`config.mk`:
```
export PLATFORM = sky130hd
export DESIGN_NAME = brownout_reset_mode_control
export DESIGN_NICKNAME = d
export VERILOG_FILES = /design/src/rtl/bor_ctrl_pkg.sv /design/src/rtl/brownout_reset_mode_control.sv
export VERILOG_INCLUDE_DIRS = /design/src /design/src/rtl
export SDC_FILE = /design/constraint.sdc
export NUM_CORES = 1
export LEC_CHECK = 0
export ABC_AREA = 1
export BUFFER_PORTS_ARGS = -buffer_cell sky130_fd_sc_hd__buf_2
export CORE_AREA = 2 2 39 41
export CTS_CLUSTER_DIAMETER = 80
export DETAILED_ROUTE_END_ITERATION = 6
export DIE_AREA = 0 0 41 43
export SYNTH_ARGS = -nofsm -noshare
export SYNTH_HDL_FRONTEND = slang
export SYNTH_SLANG_ARGS = --single-unit
```
`constraint.sdc`:
```
create_clock -name clk_in -period 1.1 [get_ports clk_in]
set_clock_uncertainty 0.15 [all_clocks]
set_input_delay 0.11 -clock clk_in [delete_from_list [all_inputs] [get_ports clk_in]]
set_output_delay 0.11 -clock clk_in [all_outputs]
set_load 0.01 [all_outputs]
```
`src/rtl/bor_ctrl_params.svh`:
```
// constants for the brown-out mode control block
`ifndef BOR_CTRL_PARAMS_SVH
`define BOR_CTRL_PARAMS_SVH
`define BOR_MODE_OFF 2'h0
`define BOR_MODE_SW 2'h1
`define BOR_MODE_NOSLEEP 2'h2
`define BOR_MODE_ON 2'h3
`define BOR_MODE_RESET 2'h3
`endif

```
`src/rtl/bor_ctrl_pkg.sv`:
```
// types for the brown-out mode control block
`default_nettype none
package bor_ctrl_pkg;
   typedef enum logic [1:0] {
      st_start = 2'b00,
      st_run = 2'b01,
      st_sleep = 2'b10,
      st_wake = 2'b11
   } bor_state_type;
endpackage
`default_nettype wire

```
`src/rtl/brownout_reset_mode_control.sv`:
```
// brown-out reset mode control and start/wake hold-off
`include "bor_ctrl_params.svh"
`default_nettype none
// What this block does
// - mode 11 keeps brown-out protection on in run and sleep
// - modes 11 and 10 hold start-up until detector ready and supply good
// - mode 11 keeps protection in sleep; wake does not wait on detector
// - mode 10 protects while running, never during sleep
// - mode 10 holds wake until detector ready and supply good
// - mode 01 protection follows the software enable bit
// - mode 01 skips start wait only if enable clear and no power/brown reset; skips wake wait if enable clear
// - mode 01 protects once ready; ready flag mirrors detector ready
// - mode 01 sleep does not change protection
// - mode 00 keeps protection off regardless of software enable
module brownout_reset_mode_control
   import bor_ctrl_pkg::*;
(
   // clock, reset, enable
   input wire logic clk_in,
   input wire logic reset_in,
   input wire logic clk_en_in,
   // configuration and software control
   input wire logic [1:0] brownout_mode_select_in,
   input wire logic sw_brownout_enable_in,
   // detector
   input wire logic detector_ready_in,
   input wire logic supply_good_in,
   // core events
   input wire logic por_bor_start_in,
   input wire logic sleep_request_in,
   input wire logic wake_event_in,
   // status and outputs
   output logic brownout_ready_flag_out,
   output logic protection_active_out,
   output logic brownout_reset_out,
   output logic core_hold_out,
   output logic in_sleep_out
);

   bor_state_type state;
   bor_state_type next_state;
   logic por_start;

   wire mode_on = brownout_mode_select_in == `BOR_MODE_ON;
   wire mode_ns = brownout_mode_select_in == `BOR_MODE_NOSLEEP;
   wire mode_sw = brownout_mode_select_in == `BOR_MODE_SW;
   wire mode_off = brownout_mode_select_in == `BOR_MODE_OFF;
   // look at the coming state so mode 10 drops protection with in_sleep
   wire asleep = next_state == st_sleep;
   wire sw_prot = mode_sw && sw_brownout_enable_in
      && detector_ready_in;
   wire ready_good = detector_ready_in && supply_good_in;
   // protection per mode; mode 00 is never active
   wire next_prot = mode_on
      || (mode_ns && !asleep)
      || sw_prot;
   // start-up hold-off needed?
   wire start_wait = mode_on || mode_ns
      || (mode_sw && (sw_brownout_enable_in || por_start));
   // wake hold-off needed? always-on mode never waits
   wire wake_wait = mode_ns
      || (mode_sw && sw_brownout_enable_in);

   always_comb begin
      next_state = state;
      case (state)
         st_start: begin
            if (!start_wait || ready_good) begin
               next_state = st_run;
            end
         end
         st_run: begin
            if (sleep_request_in) begin
               next_state = st_sleep;
            end
         end
         st_sleep: begin
            if (wake_event_in) begin
               next_state = st_wake;
            end
         end
         st_wake: begin
            if (!wake_wait || ready_good) begin
               next_state = st_run;
            end
         end
         default: next_state = st_start;
      endcase
   end

   wire next_hold = next_state != st_run;
   wire next_bor = next_prot && !supply_good_in;

   always_ff @(posedge clk_in or posedge reset_in) begin
      if (reset_in) begin
         state <= st_start;
         por_start <= 1'b1;
      end else if (clk_en_in) begin
         state <= next_state;
         if (state == st_start && next_state == st_run) begin
            por_start <= 1'b0;
         end else if (por_bor_start_in) begin
            por_start <= 1'b1;
         end
      end
   end

   always_ff @(posedge clk_in or posedge reset_in) begin
      if (reset_in) begin
         brownout_ready_flag_out <= 1'b0;
         protection_active_out <= 1'b0;
         brownout_reset_out <= 1'b0;
         core_hold_out <= 1'b1;
         in_sleep_out <= 1'b0;
      end else if (clk_en_in) begin
         brownout_ready_flag_out <= detector_ready_in;
         protection_active_out <= next_prot;
         brownout_reset_out <= next_bor;
         core_hold_out <= next_hold;
         in_sleep_out <= next_state == st_sleep;
      end
   end

   a_always_on_prot: assert property (@(posedge clk_in) disable iff (reset_in)
      !$past(reset_in) && $past(clk_en_in) && $past(mode_on)
      |-> protection_active_out)
      else $error("always-on mode lost protection");
   a_start_hold: assert property (@(posedge clk_in) disable iff (reset_in)
      (state == st_start) && (mode_on || mode_ns) && !ready_good && clk_en_in
      |=> core_hold_out)
      else $error("start-up released before detector ready");
   a_on_wake_fast: assert property (@(posedge clk_in) disable iff (reset_in)
      (state == st_wake) && mode_on && clk_en_in |=> !core_hold_out)
      else $error("always-on wake waited on detector");
   a_nosleep_off: assert property (@(posedge clk_in) disable iff (reset_in)
      mode_ns && next_state == st_sleep && clk_en_in
      |=> !protection_active_out)
      else $error("protection active in sleep in mode 10");
   a_ns_wake_hold: assert property (@(posedge clk_in) disable iff (reset_in)
      (state == st_wake) && mode_ns && !ready_good && clk_en_in
      |=> core_hold_out)
      else $error("mode 10 wake released early");
   a_sw_follows: assert property (@(posedge clk_in) disable iff (reset_in)
      mode_sw && clk_en_in |=> protection_active_out ==
      $past(sw_brownout_enable_in && detector_ready_in))
      else $error("software mode protection mismatch");
   a_sw_skip: assert property (@(posedge clk_in) disable iff (reset_in)
      (state == st_wake) && mode_sw && !sw_brownout_enable_in && clk_en_in
      |=> !core_hold_out)
      else $error("software mode wake waited needlessly");
   a_ready_mirror: assert property (@(posedge clk_in) disable iff (reset_in)
      clk_en_in |=> brownout_ready_flag_out == $past(detector_ready_in))
      else $error("ready flag does not mirror detector");
   a_off_mode: assert property (@(posedge clk_in) disable iff (reset_in)
      brownout_mode_select_in == `BOR_MODE_OFF && clk_en_in
      |=> !protection_active_out && !brownout_reset_out)
      else $error("mode 00 protection active");
   a_bor_assert: assert property (@(posedge clk_in) disable iff (reset_in)
      next_prot && !supply_good_in && clk_en_in |=> brownout_reset_out)
      else $error("brown-out reset not asserted");

   // stall, sequencing and per-mode checks
   a_hold_frozen: assert property (
      @(posedge clk_in) disable iff (reset_in)
      !clk_en_in
      |=> $stable(core_hold_out))
      else $error("core hold moved while clock enable low");

   a_prot_frozen: assert property (
      @(posedge clk_in) disable iff (reset_in)
      !clk_en_in
      |=> $stable(protection_active_out))
      else $error("protection moved while clock enable low");

   a_bor_frozen: assert property (
      @(posedge clk_in) disable iff (reset_in)
      !clk_en_in
      |=> $stable(brownout_reset_out))
      else $error("brown-out reset moved while clock enable low");

   a_flag_frozen: assert property (
      @(posedge clk_in) disable iff (reset_in)
      !clk_en_in
      |=> $stable(brownout_ready_flag_out))
      else $error("ready flag moved while clock enable low");

   a_sleep_frozen: assert property (
      @(posedge clk_in) disable iff (reset_in)
      !clk_en_in
      |=> $stable(in_sleep_out))
      else $error("sleep flag moved while clock enable low");

   a_state_frozen: assert property (
      @(posedge clk_in) disable iff (reset_in)
      !clk_en_in
      |=> $stable(state))
      else $error("state moved while clock enable low");

   a_sleep_entry: assert property (
      @(posedge clk_in) disable iff (reset_in)
      state == st_run && sleep_request_in && clk_en_in
      |=> in_sleep_out && core_hold_out)
      else $error("sleep request not taken");

   a_start_no_sleep: assert property (
      @(posedge clk_in) disable iff (reset_in)
      state == st_start && clk_en_in
      |=> !in_sleep_out)
      else $error("sleep entered straight from start");

   a_sleep_stays: assert property (
      @(posedge clk_in) disable iff (reset_in)
      state == st_sleep && !wake_event_in && clk_en_in
      |=> in_sleep_out)
      else $error("sleep left without wake event");

   a_ns_wake_go: assert property (
      @(posedge clk_in) disable iff (reset_in)
      state == st_wake && mode_ns && ready_good && clk_en_in
      |=> !core_hold_out)
      else $error("mode 10 wake not released");

   a_on_start_go: assert property (
      @(posedge clk_in) disable iff (reset_in)
      state == st_start && mode_on && ready_good && clk_en_in
      |=> !core_hold_out)
      else $error("always-on start not released");

   a_sw_wake_hold: assert property (
      @(posedge clk_in) disable iff (reset_in)
      state == st_wake && mode_sw && sw_brownout_enable_in
      && !ready_good && clk_en_in |=> core_hold_out)
      else $error("software mode wake released early");

   a_sw_por_hold: assert property (
      @(posedge clk_in) disable iff (reset_in)
      state == st_start && mode_sw && por_start && !ready_good
      && clk_en_in |=> core_hold_out)
      else $error("software mode power-on start released early");

   a_sw_not_ready: assert property (
      @(posedge clk_in) disable iff (reset_in)
      mode_sw && !detector_ready_in && clk_en_in
      |=> !protection_active_out)
      else $error("software mode protects before ready");

   a_off_ignores_sw: assert property (
      @(posedge clk_in) disable iff (reset_in)
      mode_off && sw_brownout_enable_in && clk_en_in
      |=> !protection_active_out)
      else $error("mode 00 obeyed software enable");

   a_ns_run_prot: assert property (
      @(posedge clk_in) disable iff (reset_in)
      mode_ns && next_state == st_run && clk_en_in
      |=> protection_active_out)
      else $error("mode 10 not protecting while running");

   a_on_sleep_prot: assert property (
      @(posedge clk_in) disable iff (reset_in)
      mode_on && state == st_sleep && clk_en_in
      |=> protection_active_out)
      else $error("always-on mode lost protection in sleep");

   a_bor_needs_prot: assert property (
      @(posedge clk_in) disable iff (reset_in)
      clk_en_in && !next_prot
      |=> !brownout_reset_out)
      else $error("brown-out reset without protection");

   a_bor_supply_ok: assert property (
      @(posedge clk_in) disable iff (reset_in)
      clk_en_in && supply_good_in
      |=> !brownout_reset_out)
      else $error("brown-out reset with good supply");

   a_hold_in_sleep: assert property (
      @(posedge clk_in) disable iff (reset_in)
      clk_en_in && next_state == st_sleep
      |=> core_hold_out)
      else $error("core not held in sleep");

   a_run_no_hold: assert property (
      @(posedge clk_in) disable iff (reset_in)
      clk_en_in && next_state == st_run
      |=> !core_hold_out && !in_sleep_out)
      else $error("core held while running");

   a_sw_sleep_same: assert property (
      @(posedge clk_in) disable iff (reset_in)
      mode_sw && state == st_sleep && clk_en_in |=> protection_active_out
      == $past(sw_brownout_enable_in && detector_ready_in))
      else $error("software mode protection changed by sleep");

   a_por_clear: assert property (
      @(posedge clk_in) disable iff (reset_in)
      state == st_start && next_state == st_run && clk_en_in
      |=> !por_start)
      else $error("power-on start mark not cleared");

   a_por_set: assert property (
      @(posedge clk_in) disable iff (reset_in)
      state != st_start && por_bor_start_in && clk_en_in
      |=> por_start)
      else $error("power-on start mark not set");

endmodule // brownout_reset_mode_control
`default_nettype wire

```
After elaboration in Yosys (flattened, before gate mapping)
Index checks and enable logic that the tools add are counted.
{"block": "classes", "n_addsub": 0, "multipliers": 0, "div": 0, "n_lt_le_gt_ge": 0, "eq_ne": 9, "shifts": 0, "mux": 7, "n_bitwise": 0, "reduce_logical": 22}
{"cell": "2-bit == test (second input constant)", "count": 5}
{"cell": "1-bit logical OR", "count": 8}
{"cell": "2-bit two-way mux", "count": 4}
{"cell": "2-bit case mux with 4 select lines", "count": 1}
{"cell": "1-bit logical AND", "count": 7}
{"cell": "2-bit by 1-bit == test with 1-bit output (second input constant)", "count": 3}
{"cell": "1-bit zero test", "count": 4}
{"cell": "2-bit zero test", "count": 1}
{"cell": "1-bit two-way mux", "count": 2}
{"cell": "2-bit by 1-bit inequality test with 1-bit output (second input constant)", "count": 1}
{"cell": "2-bit AND reduction", "count": 1}
{"cell": "2-bit nonzero test", "count": 1}
{"block": "totals", "regBits": 8, "latchBits": 0, "ram_bits": 0, "romBits": 0, "input_bits": 11, "output_inout_bits": 5, "wordCells": 45, "memories": 0}

Logic depth before layout (Yosys ltp)
{"block": "depth", "ltp_word": 13, "ltp_mapped": 10, "mapped_depth_nobuf": 10}

Worst setup path after synthesis
Ideal clock, no wire load.
{"block": "synth_timing", "path_type": "register to register", "start": "register state[1]", "end": "register brownout_reset_out", "setup_time_ns": 0.116, "arrival_ns": 0.999, "required_ns": 0.834, "setup_slack_ns": -0.166, "path_stages_with_launch": 9, "n_path_buf": 0, "period_less_slack_ns": 1.266, "path_cell_list": "dfrtp_1 -> nand2_1 -> o21ai_0 -> a21oi_1 -> nand3_1 -> nand2_1 -> nand2_1 -> nand2_1 -> nand2_1"}
{"block": "synth_between", "elab_chain_cells": 8, "word_cells_on_any_way": 15, "cone_classes": "4 x eq/ne; 5 x mux; 6 x reduce/logical"}
{"item": "start: declaration", "line": "brownout_reset_mode_control.sv:40", "text": "bor_state_type state;"}
{"item": "start signal: assignment", "line": "brownout_reset_mode_control.sv:96", "text": "state <= st_start;"}
{"item": "start signal: assignment", "line": "brownout_reset_mode_control.sv:99", "text": "state <= next_state;"}
{"item": "2-bit == test, or another cell as far along", "line": "brownout_reset_mode_control.sv:66", "text": "case (state)"}
{"item": "2-bit case mux with 4 select lines (*)", "line": "brownout_reset_mode_control.sv:66"}
{"item": "2-bit == test (*)", "line": "brownout_reset_mode_control.sv:49", "text": "wire asleep = next_state == st_sleep;"}
{"item": "1-bit zero test (*)", "line": "brownout_reset_mode_control.sv:55", "text": "|| (mode_ns && !asleep)"}
{"item": "1-bit logical AND (*)", "line": "brownout_reset_mode_control.sv:55"}
{"item": "1-bit logical OR (*)", "line": "brownout_reset_mode_control.sv:55"}
{"item": "1-bit logical OR (*)", "line": "brownout_reset_mode_control.sv:56", "text": "|| sw_prot;"}
{"item": "1-bit logical AND (*)", "line": "brownout_reset_mode_control.sv:92", "text": "wire next_bor = next_prot && !supply_good_in;"}
{"item": "end signal: assignment", "line": "brownout_reset_mode_control.sv:118", "text": "brownout_reset_out <= next_bor;"}
{"item": "end: declaration", "line": "brownout_reset_mode_control.sv:35", "text": "output logic brownout_reset_out,"}
Every way passes the cells marked *; elsewhere a longest branch is shown, timed or not.
A chain may end at the register's enable or synchronous reset.

Worst setup path in the final report
{"block": "layout_timing", "start": "register state[1]", "end": "register state[0]"}
{"block": "layout_between", "elab_chain_cells": 2, "word_cells_on_any_way": 5, "cone_classes": "3 x eq/ne; 1 x mux; 1 x reduce/logical"}
{"item": "2-bit == test, or another cell as far along", "line": "brownout_reset_mode_control.sv:66"}
{"item": "2-bit case mux with 4 select lines (*)", "line": "brownout_reset_mode_control.sv:66"}
Marked as above.

==> results.sh <==
export IMPL_run_status="complete, but fails checks"
export IMPL_violations="negative setup slack"
export IMPL_yosys_top_cells_area="dfrtp_1, nand2_1, dfstp_2"
export IMPL_fin_nets=103
export IMPL_vias_per_cell=4.547
export IMPL_start_kind="flip-flop"
export IMPL_cts_tree="built"
export IMPL_fp_dieArea_um2=1763
export IMPL_worstMarginPinSlew_ns=0.3082
export IMPL_synth_top_area_frac=0.3519
export IMPL_design_area_um2=703.2
export IMPL_ys_warn_count=0
export IMPL_drc_errors=0
export IMPL_reg2reg_slack_ns=-0.20
export IMPL_maxCapViolations=0
export IMPL_crit_path_max_fanout=5
export IMPL_diodes=0
export IMPL_p_leak_nw=0.3954
export IMPL_grt_pass1_vias=460
export IMPL_antenna_found_initial=0
export IMPL_ys_seq_area_frac=0.4751
export IMPL_wl_mm=1.098
export IMPL_cp_end_kind="flip-flop"
export IMPL_reg2reg_to="state[0]"
export IMPL_path_class="reg2reg"
export IMPL_synth_most_common_cell="nand2_1"
export IMPL_fp_dieW_um=41
export IMPL_yosys_register_bits=8
export IMPL_peakVddDrop_mv=1.392
export IMPL_grt_pass1_wl_mm=1.759
export IMPL_cp_arrival_ns=1.28
export IMPL_drtIter0Drc=10
export IMPL_first_pass_iters=4
export IMPL_cts_buffers=3
export IMPL_r2r_start="state[1]"
export IMPL_yosysTopAreaCell="dfrtp_1"
export IMPL_grt_setup_unrepaired="yes"
export IMPL_synth_cell_types=13
export IMPL_std_cell_rows=14
export IMPL_pwr_density_cell_nw_per_um2=2110
export IMPL_hold_class="in2reg"
export IMPL_fmax_mhz=772.2
export IMPL_slew_headroom=0.7943
export IMPL_die_h_um=43
export IMPL_report_final_slew_viol_count=0
export IMPL_dp_hpwl_um=813.9
export IMPL_synthArstFlopShare=1.000
export IMPL_globalplace_congestion=0.8110
export IMPL_dp_slack_ns=-0.2162
export IMPL_wl_per_cell_um=10.36
export IMPL_core_area_um2=1384
export IMPL_syn_area_um2=426.7
export IMPL_h_tree_depth=1
export IMPL_synth_enable_flop_cells=0
export IMPL_ant_nets=0
export IMPL_timing_hold_ws_ns=0.06797
export IMPL_synthTopCellsByCount="nand2_1, inv_1, dfrtp_1"
export IMPL_hold_depth=5
export IMPL_dp_cells=96
export IMPL_clkLatencyLatePin_ns=0.25
export IMPL_post_dp_cell_area_um2=573.1
export IMPL_cts_path_max_buffers=2
export IMPL_pin_count=16
export IMPL_root_buffer="clkbuf_4"
export IMPL_fin_ws_ns=-0.1950
export IMPL_min_period_ns=1.295
export IMPL_syn_inst=59
export IMPL_ys_flop_type="dfrtp_1"
export IMPL_min_from="brownout_mode_select_in[1]"
export IMPL_crit_required_ns=1.09
export IMPL_clk_pin_slew_worst_paths_ns=0.06
export IMPL_setup_viol=8
export IMPL_start_util=0.3083
export IMPL_reg2reg_depth=7
export IMPL_grtUsageTotal=0.1513
export IMPL_grt_overflow_total=0
export IMPL_vias=482
export IMPL_whs_endpoint="protection_active_out"
export IMPL_postLayoutCoreUtil=0.5081
export IMPL_clock_sinks=8
export IMPL_avgSynthCellArea_um2=7.232
export IMPL_post_route_period_util=1.177
export IMPL_area_growth_pct=64.81
export IMPL_hold_viol_final=0
export IMPL_fillCellCount=131
export IMPL_drive_gt1_frac=0.4778
export IMPL_finalNonFillerCells=106
export IMPL_synth_fp_nets=70
export IMPL_grt_start_max_net_pins=10
export IMPL_io_buffers=15
==> timing repair <==
| action | CTS | global route |
|---|---|---|
| pin swaps | 7 | 8 |
| endpoints found under the setup margin | 8 | 8 |
| hold buffers | 4 | 0 |
| hold endpoints to repair | 11 | 0 |
| resized for setup | 10 | 4 |
| buffers inserted | 3 | 0 |
==> stage by stage <==
step	total power [mW]	setup TNS, ns
4_1_cts	1.472	-1.145
3_5_place_dp	1.035	-0.8876
2_1_floorplan	0.7731	-0.2974
5_1_grt	1.606	-1.623
6_report	1.484	-1.123
3_3_place_gp	1.035	-0.7779
==> layout by cell type (no fill, tap or decap), types with 3 or more instances in the layout <==
master,count
dfrtp_1,6
buf_2,14
dlygate4sd3_1,4
nand3_2,3
o21ai_1,4
nand2_1,19
nand2_2,4
buf_4,9
inv_1,8
clkbuf_4,3
nand3_1,3
==> cells by family (layout without fill, tap and decap cells) <==
| group | after synthesis | after routing | share of synthesized area |
|---|---|---|---|
| AOI/OAI and AO/OA | 8 | 8 | 0.1085 |
| buffers and inverters | 10 | 41 | 0.09089 |
| DFF | 8 | 8 | 0.4751 |
| and+or+nand+nor | 33 | 33 | 0.3255 |
==> layer usage <==
layer	wire length [um]	track usage	vias up
li1	-	-	249
met1	463	0.1700	214
met2	548	0.2469	19
met3	87	0.08377	0
met4	0	0.02000	0
met5	0	0	-
==> registers in the layout, summed over array words and instances (netlist names) <==
signal,flops
state,2
brownout_ready_flag_out,1
brownout_reset_out,1
core_hold_out,1
in_sleep_out,1
por_start,1
protection_active_out,1
==> critical path, cell delays in order (launching register included) <==
cell,delay (ns)
dfrtp_1,0.41
nand2_1,0.10
o21ai_1,0.08
a21oi_2,0.14
buf_4,0.15
nand2_4,0.05
nand2_2,0.06
o21ai_1,0.06
==> how the worst max path moves through the flow <==
stage	startpoint	to	slack, ns	cells past startpoint
2_1_floorplan	state[1]	brownout_reset_out	-0.13	8
3_3_place_gp	state[0]	brownout_reset_out	-0.18	8
3_5_place_dp	state[1]	brownout_reset_out	-0.22	8
4_1_cts	state[1]	brownout_reset_out	-0.20	8
5_1_grt	state[1]	brownout_reset_out	-0.27	8
6_report	state[1]	state[0]	-0.20	7
==> cell type report <==
class                   count  area, um^2  area share
inverters                   9       33.78     0.04804
flip-flops and latches      8       202.7      0.2883
clock buffers               3       22.52     0.03203
multi-input cells          41       224.0      0.3185
repair buffers             29       200.2      0.2847
well taps                  16       20.02     0.02847
==> power breakdown <==
part / switching (mW) / internal, mW / total (mW)
Sequential: 0.0732 / 0.420 / 0.493
Combinational: 0.354 / 0.416 / 0.770
Clock: 0.0968 / 0.125 / 0.221
Total: 0.524 / 0.960 / 1.48
(Power assumes the default switching activity.)
